[config.mk]
export PLATFORM = sky130hd
export DESIGN_NAME = bpc_ctrl
export DESIGN_NICKNAME = d
export VERILOG_FILES = /design/src/hw/bpc_ctrl.v /design/src/hw/bpc_uart_rx.v
export VERILOG_INCLUDE_DIRS = /design/src /design/src/hw
export SDC_FILE = /design/constraint.sdc
export NUM_CORES = 1
export LEC_CHECK = 0
export ABC_AREA = 1
export BUFFER_PORTS_ARGS = -buffer_cell sky130_fd_sc_hd__buf_4
export CORE_ASPECT_RATIO = 0.9
export CORE_MARGIN = 1
export CORE_UTILIZATION = 60
export CTS_BUF_LIST = sky130_fd_sc_hd__clkbuf_4 sky130_fd_sc_hd__clkbuf_8
export DETAILED_ROUTE_END_ITERATION = 8
export PLACE_DENSITY = 0.76
export SYNTH_ARGS = -nofsm -noshare
export SYNTH_HDL_FRONTEND = slang
export SYNTH_SLANG_ARGS = --single-unit
[constraint.sdc]
create_clock -name i_mclk -period 4.5 [get_ports i_mclk]
set_clock_uncertainty 0.1 [all_clocks]
set_input_delay 0.45 -clock i_mclk [delete_from_list [all_inputs] [get_ports i_mclk]]
set_output_delay 0.45 -clock i_mclk [all_outputs]
set_load 0.05 [all_outputs]
[src/hw/bpc_map.vh]
`ifndef BPC_MAP_VH
`define BPC_MAP_VH

// clock rate in MHz
`define BPC_CLK_MHZ 125
// longest failsafe idle time of the transceiver, in microseconds
`define BPC_FS_MAX_US 76000
// least time the enables stay disabled before standby is reached
`define BPC_STBY_MIN_NS 300
// driver enable time with receiver enabled
`define BPC_DRV_EN_NS 1000
// receiver enable time with driver disabled
`define BPC_RCV_EN_NS 8000
// shortest bit time, i.e. 250 kbps
`define BPC_BIT_MIN_NS 4000
// longest bit time
`define BPC_BIT_MAX_NS 3300000
// frame layout: start, eight data, stop
`define BPC_DATA_BITS 8
`define BPC_FRAME_BITS 10
`define BPC_LINE_IDLE 1'h1
`define BPC_LINE_START 1'h0
// counter width and common counter values
`define BPC_CNT_W 32
`define BPC_CNT_ZERO 32'h0000_0000
`define BPC_CNT_ONE 32'h0000_0001
`define BPC_NS_PER_US 1000

`endif

[src/hw/bpc_ctrl.v]
// What this block does
// - slave controller keeps receiver enabled and driver disabled for detection
// - bus traffic holds no run of equal bits longer than minimum failsafe time
// - master idles bus, direction low, longer than maximum failsafe time first
// - after power-up slave controller actively drives direction low to listen
// - signalling rate never exceeds 250 kbps
`include "bpc_map.vh"

module bpc_ctrl #(
   parameter [31:0] SETTLE_CYCLES = `BPC_FS_MAX_US * `BPC_CLK_MHZ + 1,
   parameter [31:0] BIT_CYCLES = 32'h0000_01f4,
   parameter [31:0] BIT_MAX_CYCLES = `BPC_BIT_MAX_NS / `BPC_NS_PER_US * `BPC_CLK_MHZ
) (
   input wire i_mclk,
   input wire i_sys_rst,
   input wire i_tx_valid,
   input wire [`BPC_DATA_BITS-1:0] i_tx_data,
   output wire o_tx_ready,
   input wire i_standby_req,
   output reg [`BPC_DATA_BITS-1:0] o_rx_data,
   output reg o_rx_valid,
   output reg o_rx_frame_err,
   output reg o_settled,
   output reg o_standby,
   output reg o_driver_output_enable,
   output reg o_receiver_output_enable_n,
   output reg o_txd,
   input wire i_rxd
);
   function [31:0] ns_to_cyc_up;
      input [31:0] ns;
      reg [31:0] c;
      begin
         c = (ns * `BPC_CLK_MHZ + `BPC_NS_PER_US - 1) / `BPC_NS_PER_US;
         ns_to_cyc_up = (c == `BPC_CNT_ZERO) ? `BPC_CNT_ONE : c;
      end
   endfunction

   localparam [31:0] STBY_MIN_CYC = ns_to_cyc_up(`BPC_STBY_MIN_NS);
   localparam [31:0] DRV_EN_CYC = ns_to_cyc_up(`BPC_DRV_EN_NS);
   localparam [31:0] RCV_EN_CYC = ns_to_cyc_up(`BPC_RCV_EN_NS);
   localparam [31:0] BIT_MIN_CYC = ns_to_cyc_up(`BPC_BIT_MIN_NS);
   // bit time clamped: fast enough end keeps rate legal, slow end keeps runs short
   localparam [31:0] BIT_USE = (BIT_CYCLES < BIT_MIN_CYC) ? BIT_MIN_CYC :
                               (BIT_CYCLES > BIT_MAX_CYCLES) ? BIT_MAX_CYCLES : BIT_CYCLES;

   localparam [5:0] ST_SETTLE = 6'h01;
   localparam [5:0] ST_IDLE = 6'h02;
   localparam [5:0] ST_STBY = 6'h04;
   localparam [5:0] ST_WAKE = 6'h08;
   localparam [5:0] ST_DEN = 6'h10;
   localparam [5:0] ST_TX = 6'h20;
   localparam [3:0] LAST_FRAME_BIT = `BPC_FRAME_BITS - 1;

   reg [5:0] state;
   reg [5:0] next_state;
   reg [`BPC_CNT_W-1:0] cnt;
   reg [3:0] bit_idx;
   reg [`BPC_FRAME_BITS-1:0] shift;
   reg rxd_meta;
   reg rxd_sync;
   reg rx_en;
   wire cnt_hit_settle = (cnt == SETTLE_CYCLES - `BPC_CNT_ONE);
   wire cnt_hit_bit = (cnt == BIT_USE - `BPC_CNT_ONE);
   wire [`BPC_DATA_BITS-1:0] rx_data;
   wire rx_valid;
   wire rx_err;

   assign o_tx_ready = (state == ST_IDLE) && !i_standby_req;

   always @(posedge i_mclk or posedge i_sys_rst) begin
      if (i_sys_rst) begin
         rxd_meta <= `BPC_LINE_IDLE;
         rxd_sync <= `BPC_LINE_IDLE;
      end else begin
         rxd_meta <= i_rxd;
         rxd_sync <= rxd_meta;
      end
   end

   always @* begin
      next_state = state;
      case (state)
         ST_SETTLE: begin
            // listen on an idle bus past the longest failsafe time
            if (cnt_hit_settle)
               next_state = ST_IDLE;
         end
         ST_IDLE: begin
            if (i_tx_valid)
               next_state = ST_DEN;
            else if (i_standby_req)
               next_state = ST_STBY;
         end
         ST_STBY: begin
            // dwell long enough that the device really powers down
            if (!i_standby_req && cnt >= STBY_MIN_CYC - `BPC_CNT_ONE)
               next_state = ST_WAKE;
         end
         ST_WAKE: begin
            if (cnt == RCV_EN_CYC - `BPC_CNT_ONE)
               next_state = ST_IDLE;
         end
         ST_DEN: begin
            if (cnt == DRV_EN_CYC - `BPC_CNT_ONE)
               next_state = ST_TX;
         end
         ST_TX: begin
            // driver released after every frame so no driven run outlasts one frame
            if (cnt_hit_bit && bit_idx == LAST_FRAME_BIT)
               next_state = ST_IDLE;
         end
         default: next_state = ST_SETTLE;
      endcase
   end

   always @(posedge i_mclk or posedge i_sys_rst) begin
      if (i_sys_rst) begin
         state <= ST_SETTLE;
         cnt <= `BPC_CNT_ZERO;
         bit_idx <= 4'h0;
         shift <= {`BPC_FRAME_BITS{`BPC_LINE_IDLE}};
         o_txd <= `BPC_LINE_IDLE;
         // listening from reset: driver off, receiver on
         o_driver_output_enable <= 1'b0;
         o_receiver_output_enable_n <= 1'b0;
         o_settled <= 1'b0;
         o_standby <= 1'b0;
         rx_en <= 1'b0;
      end else begin
         state <= next_state;
         if (next_state != state)
            cnt <= `BPC_CNT_ZERO;
         else if (state == ST_TX && cnt_hit_bit)
            cnt <= `BPC_CNT_ZERO;
         else if (state != ST_IDLE && cnt != {`BPC_CNT_W{1'b1}})
            cnt <= cnt + `BPC_CNT_ONE;
         if (state == ST_IDLE && next_state == ST_DEN) begin
            shift <= {`BPC_LINE_IDLE, i_tx_data, `BPC_LINE_START};
            bit_idx <= 4'h0;
         end else if (state == ST_TX && cnt_hit_bit) begin
            shift <= {`BPC_LINE_IDLE, shift[`BPC_FRAME_BITS-1:1]};
            bit_idx <= bit_idx + 4'h1;
         end
         // each bit held BIT_USE cycles, never under 4 us
         o_txd <= (next_state == ST_TX) ? ((state == ST_TX && cnt_hit_bit) ?
                  shift[1] : shift[0]) : `BPC_LINE_IDLE;
         // enables change one at a time, never both disabled in passing
         o_driver_output_enable <= (next_state == ST_DEN) || (next_state == ST_TX);
         o_receiver_output_enable_n <= (next_state == ST_STBY);
         o_standby <= (next_state == ST_STBY);
         if (next_state == ST_IDLE)
            o_settled <= 1'b1;
         rx_en <= (next_state == ST_IDLE);
      end
   end

   // the transceiver corrects polarity itself, so data passes uninverted here
   bpc_uart_rx #(
      .BIT_CYCLES(BIT_USE)
   ) u_rx (
      .i_mclk(i_mclk),
      .i_sys_rst(i_sys_rst),
      .i_enable(rx_en),
      .i_rxd(rxd_sync),
      .o_data(rx_data),
      .o_valid(rx_valid),
      .o_frame_err(rx_err)
   );

   always @(posedge i_mclk or posedge i_sys_rst) begin
      if (i_sys_rst) begin
         o_rx_data <= {`BPC_DATA_BITS{1'b0}};
         o_rx_valid <= 1'b0;
         o_rx_frame_err <= 1'b0;
      end else begin
         o_rx_valid <= rx_valid;
         o_rx_frame_err <= rx_err;
         if (rx_valid)
            o_rx_data <= rx_data;
      end
   end
endmodule

[src/hw/bpc_uart_rx.v]
`include "bpc_map.vh"

module bpc_uart_rx #(
   parameter [31:0] BIT_CYCLES = 32'h0000_01f4
) (
   input wire i_mclk,
   input wire i_sys_rst,
   input wire i_enable,
   input wire i_rxd,
   output reg [`BPC_DATA_BITS-1:0] o_data,
   output reg o_valid,
   output reg o_frame_err
);
   localparam [3:0] R_IDLE = 4'h1;
   localparam [3:0] R_START = 4'h2;
   localparam [3:0] R_DATA = 4'h4;
   localparam [3:0] R_STOP = 4'h8;
   localparam [31:0] HALF_BIT = BIT_CYCLES >> 1;
   localparam [3:0] LAST_BIT = `BPC_DATA_BITS - 1;

   reg [3:0] state;
   reg [`BPC_CNT_W-1:0] cnt;
   reg [3:0] bit_idx;
   reg [`BPC_DATA_BITS-1:0] shift;

   always @(posedge i_mclk or posedge i_sys_rst) begin
      if (i_sys_rst) begin
         state <= R_IDLE;
         cnt <= `BPC_CNT_ZERO;
         bit_idx <= 4'h0;
         shift <= {`BPC_DATA_BITS{1'b0}};
         o_data <= {`BPC_DATA_BITS{1'b0}};
         o_valid <= 1'b0;
         o_frame_err <= 1'b0;
      end else begin
         o_valid <= 1'b0;
         o_frame_err <= 1'b0;
         if (!i_enable) begin
            // own echo and standby noise are dropped, frame restarts on enable
            state <= R_IDLE;
            cnt <= `BPC_CNT_ZERO;
         end else begin
            case (state)
               R_IDLE: begin
                  cnt <= `BPC_CNT_ZERO;
                  if (i_rxd == `BPC_LINE_START)
                     state <= R_START;
               end
               R_START: begin
                  if (i_rxd != `BPC_LINE_START) begin
                     state <= R_IDLE;
                  end else if (cnt == HALF_BIT) begin
                     cnt <= `BPC_CNT_ZERO;
                     bit_idx <= 4'h0;
                     state <= R_DATA;
                  end else begin
                     cnt <= cnt + `BPC_CNT_ONE;
                  end
               end
               R_DATA: begin
                  if (cnt == BIT_CYCLES - `BPC_CNT_ONE) begin
                     cnt <= `BPC_CNT_ZERO;
                     shift <= {i_rxd, shift[`BPC_DATA_BITS-1:1]};
                     if (bit_idx == LAST_BIT)
                        state <= R_STOP;
                     else
                        bit_idx <= bit_idx + 4'h1;
                  end else begin
                     cnt <= cnt + `BPC_CNT_ONE;
                  end
               end
               R_STOP: begin
                  if (cnt == BIT_CYCLES - `BPC_CNT_ONE) begin
                     cnt <= `BPC_CNT_ZERO;
                     state <= R_IDLE;
                     if (i_rxd == `BPC_LINE_IDLE) begin
                        o_data <= shift;
                        o_valid <= 1'b1;
                     end else begin
                        o_frame_err <= 1'b1;
                     end
                  end else begin
                     cnt <= cnt + `BPC_CNT_ONE;
                  end
               end
               default: state <= R_IDLE;
            endcase
         end
      end
   end
endmodule

Word-level counts from Yosys, hierarchy flattened:

Index checks and enable logic that the tools add are counted.

* output and inout port bits: 16
* flip-flop bits (word level): 127
* bits of input ports: 13

* add/sub/neg operators: 4
* order comparisons: 1
* muxes and demuxes: 43
* reductions and logical operators: 17
* equality and inequality tests: 36

Operators with widths (number)
* $mux 32: 7
* $pmux 32 s3: 1
* $add 32x1->32 const B: 2
* $eq 32x9->1 const B: 2
* $mux 4: 13
* $mux 6: 7
* $pmux 6 s6: 1
* $eq 32x10->1 const B: 1
* $eq 32x24->1 const B: 1
* $eq 32x7->1 const B: 1
* $eq 32x8->1 const B: 1
* $ge 32x6->1 const B: 1
* $ne 32x32->1 const B: 1
* $mux 10: 2
* $pmux 4 s4: 1
* $eq 6x2->1 const B: 2
* $eq 6x3->1 const B: 2
* $eq 6x5->1 const B: 2
* $eq 6x6->1 const B: 2
* $mux 1: 10
* $ne 3x2->1 const B: 3
* $add 4x1->4 const B: 2
* $eq 4x3->1 const B: 2
* $eq 4x4->1 const B: 2
* 23 further kinds: 32

Depth between registers and ports, before layout:

Gate-level depths: netlist (run 1).

* word-level depth: 7
* depth in mapped cells: 14
* gate-level depth less buffers: 13

Cells and area by module:

A second synthesis (run 1) with hierarchy kept.

* cells, all modules: 1154
* area, all modules: 8182.8 µm²

Modules (own cells, without submodules)
* bpc_ctrl: instances 1, seq. area each 1717.9 µm², area each 4115.2 µm², cells each 529
* bpc_uart_rx: instances 1, seq. area each 1452.6 µm², area each 4067.7 µm², cells each 625

Least setup slack after synthesis (run 1):

No wires, ideal clock.

* path type: register to output
* start: register state[4]
* end: output port o_tx_ready
* arrival time: 1.452 ns
* cell stages (with the launch flop): 4
* slack: 2.498 ns
* buffers on the path: 0
* cell sequence: dfrtp_1 > nor2_1 > nand4_2 > nor2_1

* word-level cells in the longest chain between the ends: 2

Ends and longest elaborated chain
* start, declared: line bpc_ctrl.v:55 `reg [5:0] state;`
* start signal, assigned: line bpc_ctrl.v:131 `state <= next_state;`
* $eq 6x2->1: line bpc_ctrl.v:69 `assign o_tx_ready = (state == ST_IDLE) && !i_standby_req;`
* $logic_and 1x1->1: line bpc_ctrl.v:69
* end, declared: line bpc_ctrl.v:18 `output wire o_tx_ready,`

No other way between the ends.

Final worst setup path (run 1):

* start: register cnt[0]
* end: register cnt[4]

* word-level cells in the longest chain between the ends: 6
* elaborated cells on any way between the ends: 22
* classes of those cells: 1 x add/sub; 1 x order compare; 6 x eq/ne; 9 x mux; 5 x reduce/logical

Ends and longest elaborated chain
* start, declared: line bpc_ctrl.v:57 `` reg [`BPC_CNT_W-1:0] cnt; ``
* start signal, assigned: line bpc_ctrl.v:120 `` cnt <= `BPC_CNT_ZERO; ``
* start signal, assigned: line bpc_ctrl.v:133 `` cnt <= `BPC_CNT_ZERO; ``
* start signal, assigned: line bpc_ctrl.v:135 `` cnt <= `BPC_CNT_ZERO; ``
* $ge 32x6->1 (no line) / $eq 32x9->1 (equally long branches)
* $logic_and 1x1->1, on equally long branches
* $mux 6, on equally long branches: line bpc_ctrl.v:97, bpc_ctrl.v:110
* $pmux 6 s6: line bpc_ctrl.v:83 `case (state)`
* $ne 6x6->1: line bpc_ctrl.v:132 `if (next_state != state)`
* $reduce_bool 3->1 (no line) / $mux 32 (equally long branches)

Parallel ways exist; a longest one is shown, timed or not. The select of a mux whose other input is x is not followed.
A chain may end at the register's enable or synchronous reset.

==> results.sh, run 1 <==
export IMPL_gr_usage_met3_pct=4.66
export IMPL_wl_per_cell_um=14.2
export IMPL_vias_per_cell=5.43
export IMPL_post_cts_buffers=0
export IMPL_slew_headroom_pct=33.4
export IMPL_start_kind="flip-flop"
export IMPL_power_density_nw_per_um2=275
export IMPL_grtUsageMet1_pct=37.5
export IMPL_netlist_top_cells_count="245 x nand2_1, 161 x nor2_1, 115 x inv_1"
export IMPL_drv_cap=0
export IMPL_synth_top_family_by_area="simple AND/OR/NAND/NOR gates"
export IMPL_path_class="reg2reg"
export IMPL_synthAdderAreaFrac_pct=1.51
export IMPL_synthFlopType="dfrtp_1"
export IMPL_critPathCapture="cnt[4]"
export IMPL_grt_pass1_vias=6028
export IMPL_setup_tns_final_ps=0
export IMPL_h_tree_depth=4
export IMPL_core_area_sq_um=12100
export IMPL_portBuffers=28
export IMPL_syn_inst=993
export IMPL_rows=38
export IMPL_hold_slack_ps=121
export IMPL_hpwl_mm=12.0
export IMPL_vias=6487
export IMPL_rr_worst_depth=11
export IMPL_initial_core_util_pct=61.8
export IMPL_synth_async_sr_flop_share_pct=100
export IMPL_rsz0062_at_grt="false"
export IMPL_cts_hold_buf=1
export IMPL_mappedNetlistArea_sq_um=7460
export IMPL_setup_violations=0
export IMPL_pre_cts_ws_ps=1910
export IMPL_fp_dieW_um=120
export IMPL_die_area_sq_um=12900
export IMPL_hp_class="in2reg"
export IMPL_cts_max_path_buffers=2
export IMPL_insertion_delay_ps=460
export IMPL_cp_max_fo=21
export IMPL_cp_end_kind="flip-flop"
export IMPL_antenna_cells=0
export IMPL_numCtsBuffers=17
export IMPL_p_leak_nw=3.71
export IMPL_cts_clk_slew_worst_paths_ps=80
export IMPL_synthMuxAreaShare_pct=1.34
export IMPL_fin_crit_sh_pct=59.1
export IMPL_outcome="finished, final reports clean"
export IMPL_cts_sinks=126
export IMPL_drt_total_wl_mm=17.0
export IMPL_synthTopCellsByArea="dfrtp_1 38%, nand2_1 12%, nor2_1 8.1%"
export IMPL_seq_area_frac_synth_pct=42.5
export IMPL_drtAntennaViolNets=0
export IMPL_synth_xor_area_share_pct=5.63
export IMPL_rr_startpoint="cnt[0]"
export IMPL_startpoint="cnt[0]"
export IMPL_pwr_share_comb_pct=1.8
export IMPL_synth_edf_count=0
export IMPL_fmax_mhz=376
export IMPL_ios=29
export IMPL_yosys_area_top_type="dfrtp_1"
export IMPL_crit_required_ps=4730
export IMPL_grt_overflow=0
export IMPL_maxSlewViolCount=0
export IMPL_finalHoldViolations=0
export IMPL_antenna_found_initial=0
export IMPL_yosys_warnings=0
export IMPL_hold_start="i_tx_data[2]"
export IMPL_drive_gt1_share_pct=12.8
export IMPL_timing_final_ws_setup_ps=1840
export IMPL_synth_simple_area_share_pct=34.7
export IMPL_drt_pre_antenna_iters=6
export IMPL_ys_seq_elements=126
export IMPL_syn_to_final_growth_pct=9.42
export IMPL_ir_drop_uv=240
export IMPL_regToRegEndpoint="cnt[4]"
export IMPL_seq_power_share_pct=50.8
export IMPL_die_h_um=108
export IMPL_intPower_w=0.00168
export IMPL_yosys_area_top_type_share_pct=37.6
export IMPL_cp_arrival_ps=2890
export IMPL_grt_use_met2_pct=45.7
export IMPL_grt_pass1_wl_mm=28.6
export IMPL_switching_share_pct=25.2
export IMPL_grt_busiest_layer="met2"
export IMPL_synth_fp_nets=1015
export IMPL_grt_max_degree=82
export IMPL_synth_distinct_cells=47
export IMPL_root_buffer="clkbuf_8"
export IMPL_avgSynthCellArea_sq_um=7.51
export IMPL_track_usage_pct=28.2
export IMPL_fin_crit_ps=2660
export IMPL_cts_resized=0
export IMPL_drt_iter0_markers=570
export IMPL_ff2ff_setup_slack_ps=1840
export IMPL_synth_most_common_cell="nand2_1"
export IMPL_holdPathStages=3
export IMPL_drc=0
export IMPL_p_clk_share_pct=47.4
export IMPL_worst_pin_slew_ps=999
export IMPL_cts_tree="done"
export IMPL_switchingPower_w=0.000565
export IMPL_fin_nets=1044
export IMPL_gp_congestion=0.921
export IMPL_synth_compound_area_share_pct=6.02
==> power groups by stage <==
stage / clock (W) / sequential [W] / combinational (W)
after floorplan: 0 / 0.00116 / 0.0000231
after detailed placement: 0 / 0.00116 / 0.0000410
after global placement: 0 / 0.00116 / 0.0000408
after global routing: 0.00112 / 0.00114 / 0.0000474
final: 0.00106 / 0.00114 / 0.0000403
after CTS: 0.00108 / 0.00114 / 0.0000421
==> per-layer routing <==
layer  vias to the layer above  share of wire (%)  wire (um)
met1                      2991                 46       7790
met2                       217                 47       7990
met5                         -                  0          0
li1                       3239                  -          -
met3                        40                4.7        807
met4                         0                2.4        406
==> cells in the final DEF, fill, tap and decap left out, types with 7 or more instances in the layout <==
master | netlist | final
inv_1 | 115 | 114
nand2_1 | 245 | 245
o21ai_0 | 30 | 30
xnor2_1 | 7 | 7
nor2_1 | 161 | 161
a21oi_1 | 21 | 21
dfstp_2 | 14 | 14
dfrtp_1 | 112 | 112
nand3_1 | 68 | 68
clkbuf_8 | 0 | 18
nor2_2 | 8 | 8
xor2_1 | 41 | 41
nand4_1 | 25 | 25
nor3_1 | 36 | 36
nand2_2 | 7 | 7
ha_1 | 9 | 9
mux2_2 | 8 | 8
buf_4 | 6 | 32
==> kinds of logic (layout without fill, tap and decap cells) <==
group	Yosys count	in the layout
AND/OR/NAND/NOR	580	580
adder cells (fa/ha/maj)	9	9
multiplexers	9	9
buffers and inverters	143	185
AO/OA/AOI/OAI	78	78
flip-flops	126	126
XOR/XNOR	48	48
==> stage by stage <==
stage,utilization [%],area [sq um],total power [W],std cells
4_1_cts,67.6,8160,0.00226,1195
3_5_place_dp,64.0,7730,0.00120,1162
6_report,67.6,8160,0.00225,1195
3_3_place_gp,64.0,7730,0.00120,1162
5_1_grt,67.6,8160,0.00231,1195
2_1_floorplan,-,7460,0.00119,993
==> critical path, cell delays in order (launching register included) <==
cell and delay, ps:
dfrtp_1 420, ha_1 210, inv_1 100, nor2_4 160, nand2_1 80, nor2_1 100
nand2_1 80, nand2_1 530, inv_2 330, nand2_1 170, xor2_1 190, nor2_1 70
==> state kept, by name, summed over array words and instances (netlist names), 4 cells and up <==
| name | cells |
|---|---|
| state | 6 |
| u_rx.shift | 8 |
| u_rx.cnt | 32 |
| cnt | 32 |
| u_rx.state | 4 |
| bit_idx | 4 |
| u_rx.bit_idx | 4 |
| o_rx_data | 8 |
| shift | 9 |
| u_rx.o_data | 8 |
==> cell type report <==
type,count,area (sq um)
clock buffer,18,248
clock inverter,14,173
fill,1030,3910
inverter,120,453
multi-input combinational,724,3670
sequential,126,3170
tap,160,200
timing repair buffer,33,250
==> how the worst min path moves through the flow <==
| stage | slack, ps | end |
|---|---|---|
| after floorplan | 230 | o_rx_frame_err |
| after global placement | 230 | o_rx_frame_err |
| after detailed placement | 240 | o_rx_frame_err |
| after CTS | 110 | shift[7] |
| after global routing | 110 | shift[7] |
| final | 120 | shift[3] |
No activity file was read; power rests on OpenSTA's default activity.
==> run 2: changes to the inputs <==
ABC_AREA = 0   (was 1)
clock period = 2.5 ns   (was 4.5 ns; I/O delays follow)
==> results.sh, run 2 <==
export IMPL_outcome="finished, final reports clean"
export IMPL_drv_cap=0
export IMPL_rows=37
export IMPL_h_tree_depth=4
export IMPL_die_h_um=105
export IMPL_cts_max_path_buffers=2
export IMPL_die_area_sq_um=12300
export IMPL_grt_overflow=0
export IMPL_gp_congestion=0.950
export IMPL_syn_to_final_growth_pct=19.2
export IMPL_track_usage_pct=28.4
export IMPL_final_area_sq_um=8490
export IMPL_cp_max_fo=8
export IMPL_hp_class="in2reg"
export IMPL_yosys_area_top_type_share_pct=39.3
export IMPL_insertion_delay_ps=450
export IMPL_netlist_top_cells_count="112 x dfrtp_1, 54 x nor2_1, 47 x nand2_1"
export IMPL_dpl_cell_area_sq_um=7780
export IMPL_synth_fp_nets=725
export IMPL_cts_sinks=126
export IMPL_hold_slack_ps=56.8
export IMPL_drt_pre_antenna_iters=6
export IMPL_cts_clk_slew_worst_paths_ps=70
export IMPL_cts_tree="done"
export IMPL_finalHoldViolations=0
export IMPL_fillCellCount=838
export IMPL_worst_pin_slew_ps=649
export IMPL_rsz0062_at_grt="true"
export IMPL_ios=29
export IMPL_drtAntennaViolNets=0
export IMPL_portBuffers=28
export IMPL_power_density_nw_per_um2=452
export IMPL_slew_headroom_pct=55.6
export IMPL_largestRegisters="cnt: 32 flops, u_rx.cnt: 32 flops, shift: 9 flops"
export IMPL_yosys_warnings=0
export IMPL_ys_seq_elements=126
export IMPL_antenna_cells=0
export IMPL_drive_gt1_share_pct=29.2
export IMPL_core_area_sq_um=11500
export IMPL_antenna_found_initial=0
export IMPL_wl_per_cell_um=17.5
export IMPL_setup_violations=0
export IMPL_layout_commonest_cell="dfrtp_1"
export IMPL_drc=0
export IMPL_maxSlewViolCount=0
export IMPL_synth_most_common_cell="dfrtp_1"
export IMPL_yosys_area_top_type="dfrtp_1"
export IMPL_fin_crit_sh_pct=99.3
export IMPL_most_common_layout_cells="109 x dfrtp_1, 80 x buf_4, 53 x nor2_1"
export IMPL_layout_cells_non_filler=955
export IMPL_fp_dieW_um=117
export IMPL_root_buffer="clkbuf_8"
export IMPL_utilization_pct=74.0
export IMPL_grt_pass1_wl_mm=26.9
export IMPL_holdPathStages=3
export IMPL_seq_area_frac_synth_pct=44.5
export IMPL_cp_end_kind="flip-flop"
export IMPL_syn_inst=703
export IMPL_crit_required_ps=2750
export IMPL_fin_crit_ps=2480
export IMPL_initial_core_util_pct=62.1
export IMPL_grt_max_degree=79
export IMPL_start_kind="flip-flop"
export IMPL_numCtsBuffers=17
export IMPL_grt_pass1_vias=5527
export IMPL_cp_arrival_ps=2740
export IMPL_path_class="reg2reg"
export IMPL_synthFlopType="dfrtp_1"
export IMPL_vias_per_cell=6.11
export IMPL_mappedNetlistArea_sq_um=7130
export IMPL_place_inst=902
export IMPL_synth_edf_count=0
export IMPL_synth_distinct_cells=74
export IMPL_vias=5839
export IMPL_drt_iter0_markers=581
export IMPL_p_leak_nw=3.58
export IMPL_fin_nets=808
export IMPL_timing_final_ws_setup_ps=18.3
export IMPL_hpwl_mm=10.9
export IMPL_avgSynthCellArea_sq_um=10.1
export IMPL_synth_async_sr_flop_share_pct=100
export IMPL_synthTopCellsByArea="dfrtp_1 39%, dfstp_2 5.2%, xnor2_1 5.2%"
export IMPL_ir_drop_uv=449
export IMPL_fmax_mhz=403
export IMPL_pre_cts_ws_ps=-9.05
export IMPL_drt_total_wl_mm=16.7
export IMPL_rr_worst_depth=8
run 2: kinds of logic after synthesis:
| family | Yosys count | share of synthesized area [%] |
|---|---|---|
| adders and majority gates | 9 | 1.58 |
| buffers and inverters | 62 | 4.62 |
| DFF | 126 | 44.5 |
| xor gates and xnor gates | 60 | 7.37 |
| muxes | 37 | 5.63 |
| AOI/OAI and AO/OA | 88 | 8.44 |
| and+or+nand+nor | 321 | 27.9 |
run 2: critical path: stages, from the launching register on:
cell,delay [ps]
dfrtp_2,420
buf_4,170
or4_4,490
o21ai_2,180
o221ai_2,110
a31oi_1,180
nand4bb_2,270
buf_12,240
nor4b_4,230
run 2: routing by layer:
layer	vias to the layer above	wire length, um	GRT usage, %
li1	2729	-	-
met1	2866	7230	38.5
met2	209	8280	43.8
met3	35	912	7.59
met4	0	253	10.5
met5	-	0	0
run 2: worst paths after layout:
check / from / to / slack [ps]
setup / recovery: state[2] / cnt[24] / 20
hold / removal: i_standby_req / o_receiver_output_enable_n / 60
max in group asynchronous: i_sys_rst / state[0] / 1530
min in group asynchronous: i_sys_rst / o_rx_data[5] / 380
setup reg to reg: state[2] / cnt[24] / 20
hold reg to reg: u_rx.o_frame_err / o_rx_frame_err / 250
run 2: repair_timing:
| action | in CTS | in global routing |
|---|---|---|
| gates resized for setup | 7 | 21 |
| hold buffers | 11 | 0 |
| setup buffers | 4 | 4 |
| pin swaps | 1 | 7 |
| hold endpoints to repair | 122 | 0 |
| setup endpoints to repair | 13 | 93 |
| cloned | 0 | 2 |
run 2: stage by stage:
step           power [W]  TNS, ps
6_report         0.00384        0
5_1_grt          0.00397     -167
4_1_cts          0.00388    -46.4
3_5_place_dp     0.00216    -16.6
3_3_place_gp     0.00216    -79.0
2_1_floorplan    0.00212        0
run 2: cell type report:
class                           instances  area, sq um  share of cell area, %
Timing Repair Buffer                  101          907                   10.7
Sequential cell                       126         3170                   37.4
Tap cell                              156          195                   2.30
Clock inverter                          6         58.8                  0.692
Clock buffer                           26          327                   3.84
Inverter                               25         97.6                   1.15
Multi-Input combinational cell        515         3730                   44.0
run 2: report_power, final:
part	internal [W]	switching, W	leakage (nW)
sequential	0.00204	0.00000169	1.68
combinational	0.0000352	0.0000568	1.69
clock	0.000942	0.000762	0.208
total	0.00302	0.000821	3.58
==> run 3: changes to the inputs <==
SYNTH_HIERARCHICAL = 1   (was default)
==> results.sh, run 3 <==
export IMPL_synth_async_sr_flop_share_pct=100
export IMPL_fmax_mhz=392
export IMPL_most_common_layout_cells="102 x dfrtp_1, 101 x buf_4, 70 x nand2_1"
export IMPL_core_area_sq_um=11600
export IMPL_netlist_top_cells_count="112 x dfrtp_1, 71 x nand2_1, 48 x nor2_1"
export IMPL_p_leak_nw=3.62
export IMPL_hold_slack_ps=45.5
export IMPL_power_density_nw_per_um2=425
export IMPL_worst_pin_slew_ps=594
export IMPL_finalHoldViolations=0
export IMPL_cts_tree="done"
export IMPL_yosys_warnings=6
export IMPL_cp_arrival_ps=2800
export IMPL_rsz0062_at_grt="true"
export IMPL_yosys_area_top_type_share_pct=38.6
export IMPL_insertion_delay_ps=460
export IMPL_layout_commonest_cell="dfrtp_1"
export IMPL_grt_pass1_vias=5935
export IMPL_start_kind="flip-flop"
export IMPL_synth_fp_nets=765
export IMPL_antenna_cells=0
export IMPL_gp_congestion=0.883
export IMPL_cts_clk_slew_worst_paths_ps=80
export IMPL_crit_family="simple AND/OR/NAND/NOR gates"
export IMPL_slew_headroom_pct=60.3
export IMPL_antenna_found_initial=0
export IMPL_drt_pre_antenna_iters=5
export IMPL_ios=29
export IMPL_drtAntennaViolNets=0
export IMPL_timing_final_ws_setup_ps=-53.0
export IMPL_fp_dieW_um=118
export IMPL_critPathBufInv=1
export IMPL_largestRegisters="cnt: 32 flops, u_rx/cnt: 32 flops, shift: 9 flops"
export IMPL_synth_distinct_cells=80
export IMPL_avgSynthCellArea_sq_um=9.77
export IMPL_grt_overflow=0
export IMPL_violations="setup timing"
export IMPL_root_buffer="clkbuf_8"
export IMPL_design_power_total_w=0.00380
export IMPL_outcome="finished with violations"
export IMPL_die_h_um=106
export IMPL_drt_iter0_markers=718
export IMPL_fin_crit_ps=2550
export IMPL_cp_common_cell="or4_4"
export IMPL_fin_nets=856
export IMPL_drt_total_wl_mm=18.4
export IMPL_rows=37
export IMPL_cts_max_path_buffers=2
export IMPL_hp_class="in2reg"
export IMPL_grt_pass1_wl_mm=29.2
export IMPL_grt_max_degree=59
export IMPL_synth_most_common_cell="dfrtp_1"
export IMPL_crit_required_ps=2750
export IMPL_maxSlewViolCount=0
export IMPL_h_tree_depth=4
export IMPL_seq_area_frac_synth_pct=43.7
export IMPL_syn_to_final_growth_pct=23.4
export IMPL_ys_seq_elements=126
export IMPL_cp_max_fo=9
export IMPL_synthTopCellsByArea="dfrtp_1 39%, dfstp_2 5.1%, xor2_1 4.0%"
export IMPL_cts_sinks=126
export IMPL_yosys_area_top_type="dfrtp_1"
export IMPL_numCtsBuffers=17
export IMPL_mappedNetlistArea_sq_um=7260
export IMPL_hpwl_mm=11.8
export IMPL_drive_gt1_share_pct=32.8
export IMPL_track_usage_pct=29.4
export IMPL_slowest_delay_ps=590
export IMPL_synth_edf_count=0
export IMPL_initial_core_util_pct=62.5
export IMPL_path_class="reg2reg"
export IMPL_portBuffers=28
export IMPL_ir_drop_uv=293
export IMPL_cp_end_kind="flip-flop"
export IMPL_path_cells="nand4_2, or4_4, or4_4, buf_4, nand3_1, xor2_1, nor2_1"
export IMPL_pre_cts_ws_ps=-0.950
export IMPL_vias=6340
export IMPL_die_area_sq_um=12500
export IMPL_drv_cap=0
export IMPL_synthFlopType="dfrtp_1"
export IMPL_vias_per_cell=6.32
export IMPL_wl_per_cell_um=18.4
export IMPL_setup_violations=5
export IMPL_syn_inst=743
export IMPL_fin_crit_sh_pct=102
export IMPL_drc=0
export IMPL_cp_slowest_cell="or4_4"
==> run 3: routing by layer <==
layer	track usage [%]	wire length [um]	share of wire, %
met5	0	0	0
met4	10.8	377	2.0
met3	7.46	1430	7.8
met2	45.2	8510	46
met1	40.3	8110	44
==> run 3: final timing paths <==
kind,startpoint,end,slack [ps],depth (start not counted)
worst max register to register,cnt[5],cnt[27],-50,7
worst min register to register,u_rx/o_frame_err,o_rx_frame_err,260,0
worst max-delay path,cnt[5],cnt[27],-50,7
worst min-delay path,i_standby_req,o_receiver_output_enable_n,50,3
max in group asynchronous,i_sys_rst,cnt[11],1300,4
min in group asynchronous,i_sys_rst,u_rx/o_data[2],320,4
==> run 3: cell families (layout without fill, tap and decap cells) <==
family | Yosys count | in the layout | synth area share [%]
XOR/XNOR | 46 | 46 | 5.55
AO/OA/AOI/OAI | 133 | 133 | 13.0
AND/OR/NAND/NOR | 333 | 333 | 26.4
buffers and inverters | 63 | 167 | 4.86
flip-flops | 126 | 126 | 43.7
adder cells (fa/ha/maj) | 9 | 9 | 1.55
multiplexers | 33 | 33 | 4.96
==> run 3: report_power, final <==
group | total [W] | switching [W] | internal (W) | leakage (nW)
combinational | 0.0000828 | 0.0000503 | 0.0000325 | 1.77
clock | 0.00168 | 0.000856 | 0.000820 | 0.173
sequential | 0.00204 | 0.00000260 | 0.00204 | 1.67
total | 0.00380 | 0.000909 | 0.00289 | 3.62
==> run 3: final cells by class <==
cell class | count | area [sq um]
Timing Repair Buffer | 121 | 1040
Inverter | 14 | 52.6
Sequential cell | 126 | 3180
Multi-Input combinational cell | 554 | 4110
Clock buffer | 19 | 255
Clock inverter | 13 | 120
Fill cell | 752 | 2670
Tap cell | 156 | 195
==> run 3: worst min-delay path, cell delays in order <==
cell and delay (ps):
buf_4 130, inv_1 90, o32ai_1 90
==> run 3: timing repair <==
item	4_1_cts	5_1_grt
cloned	1	1
pin swaps	2	26
gates resized for setup	6	73
hold buffers	11	0
setup buffers	3	14
endpoints found under the setup margin	16	56
endpoints found under the hold margin	88	0
==> run 3: stage by stage <==
step | area (sq um) | utilization, % | setup TNS (ps) | std cells
2_1_floorplan | 7260 | - | 0 | 743
6_report | 8950 | 77.1 | -149 | 1003
5_1_grt | 8950 | 77.1 | -774 | 1003
4_1_cts | 8460 | 72.8 | 0 | 988
3_3_place_gp | 7900 | 67.9 | 0 | 941
3_5_place_dp | 7900 | 67.9 | -0.950 | 941
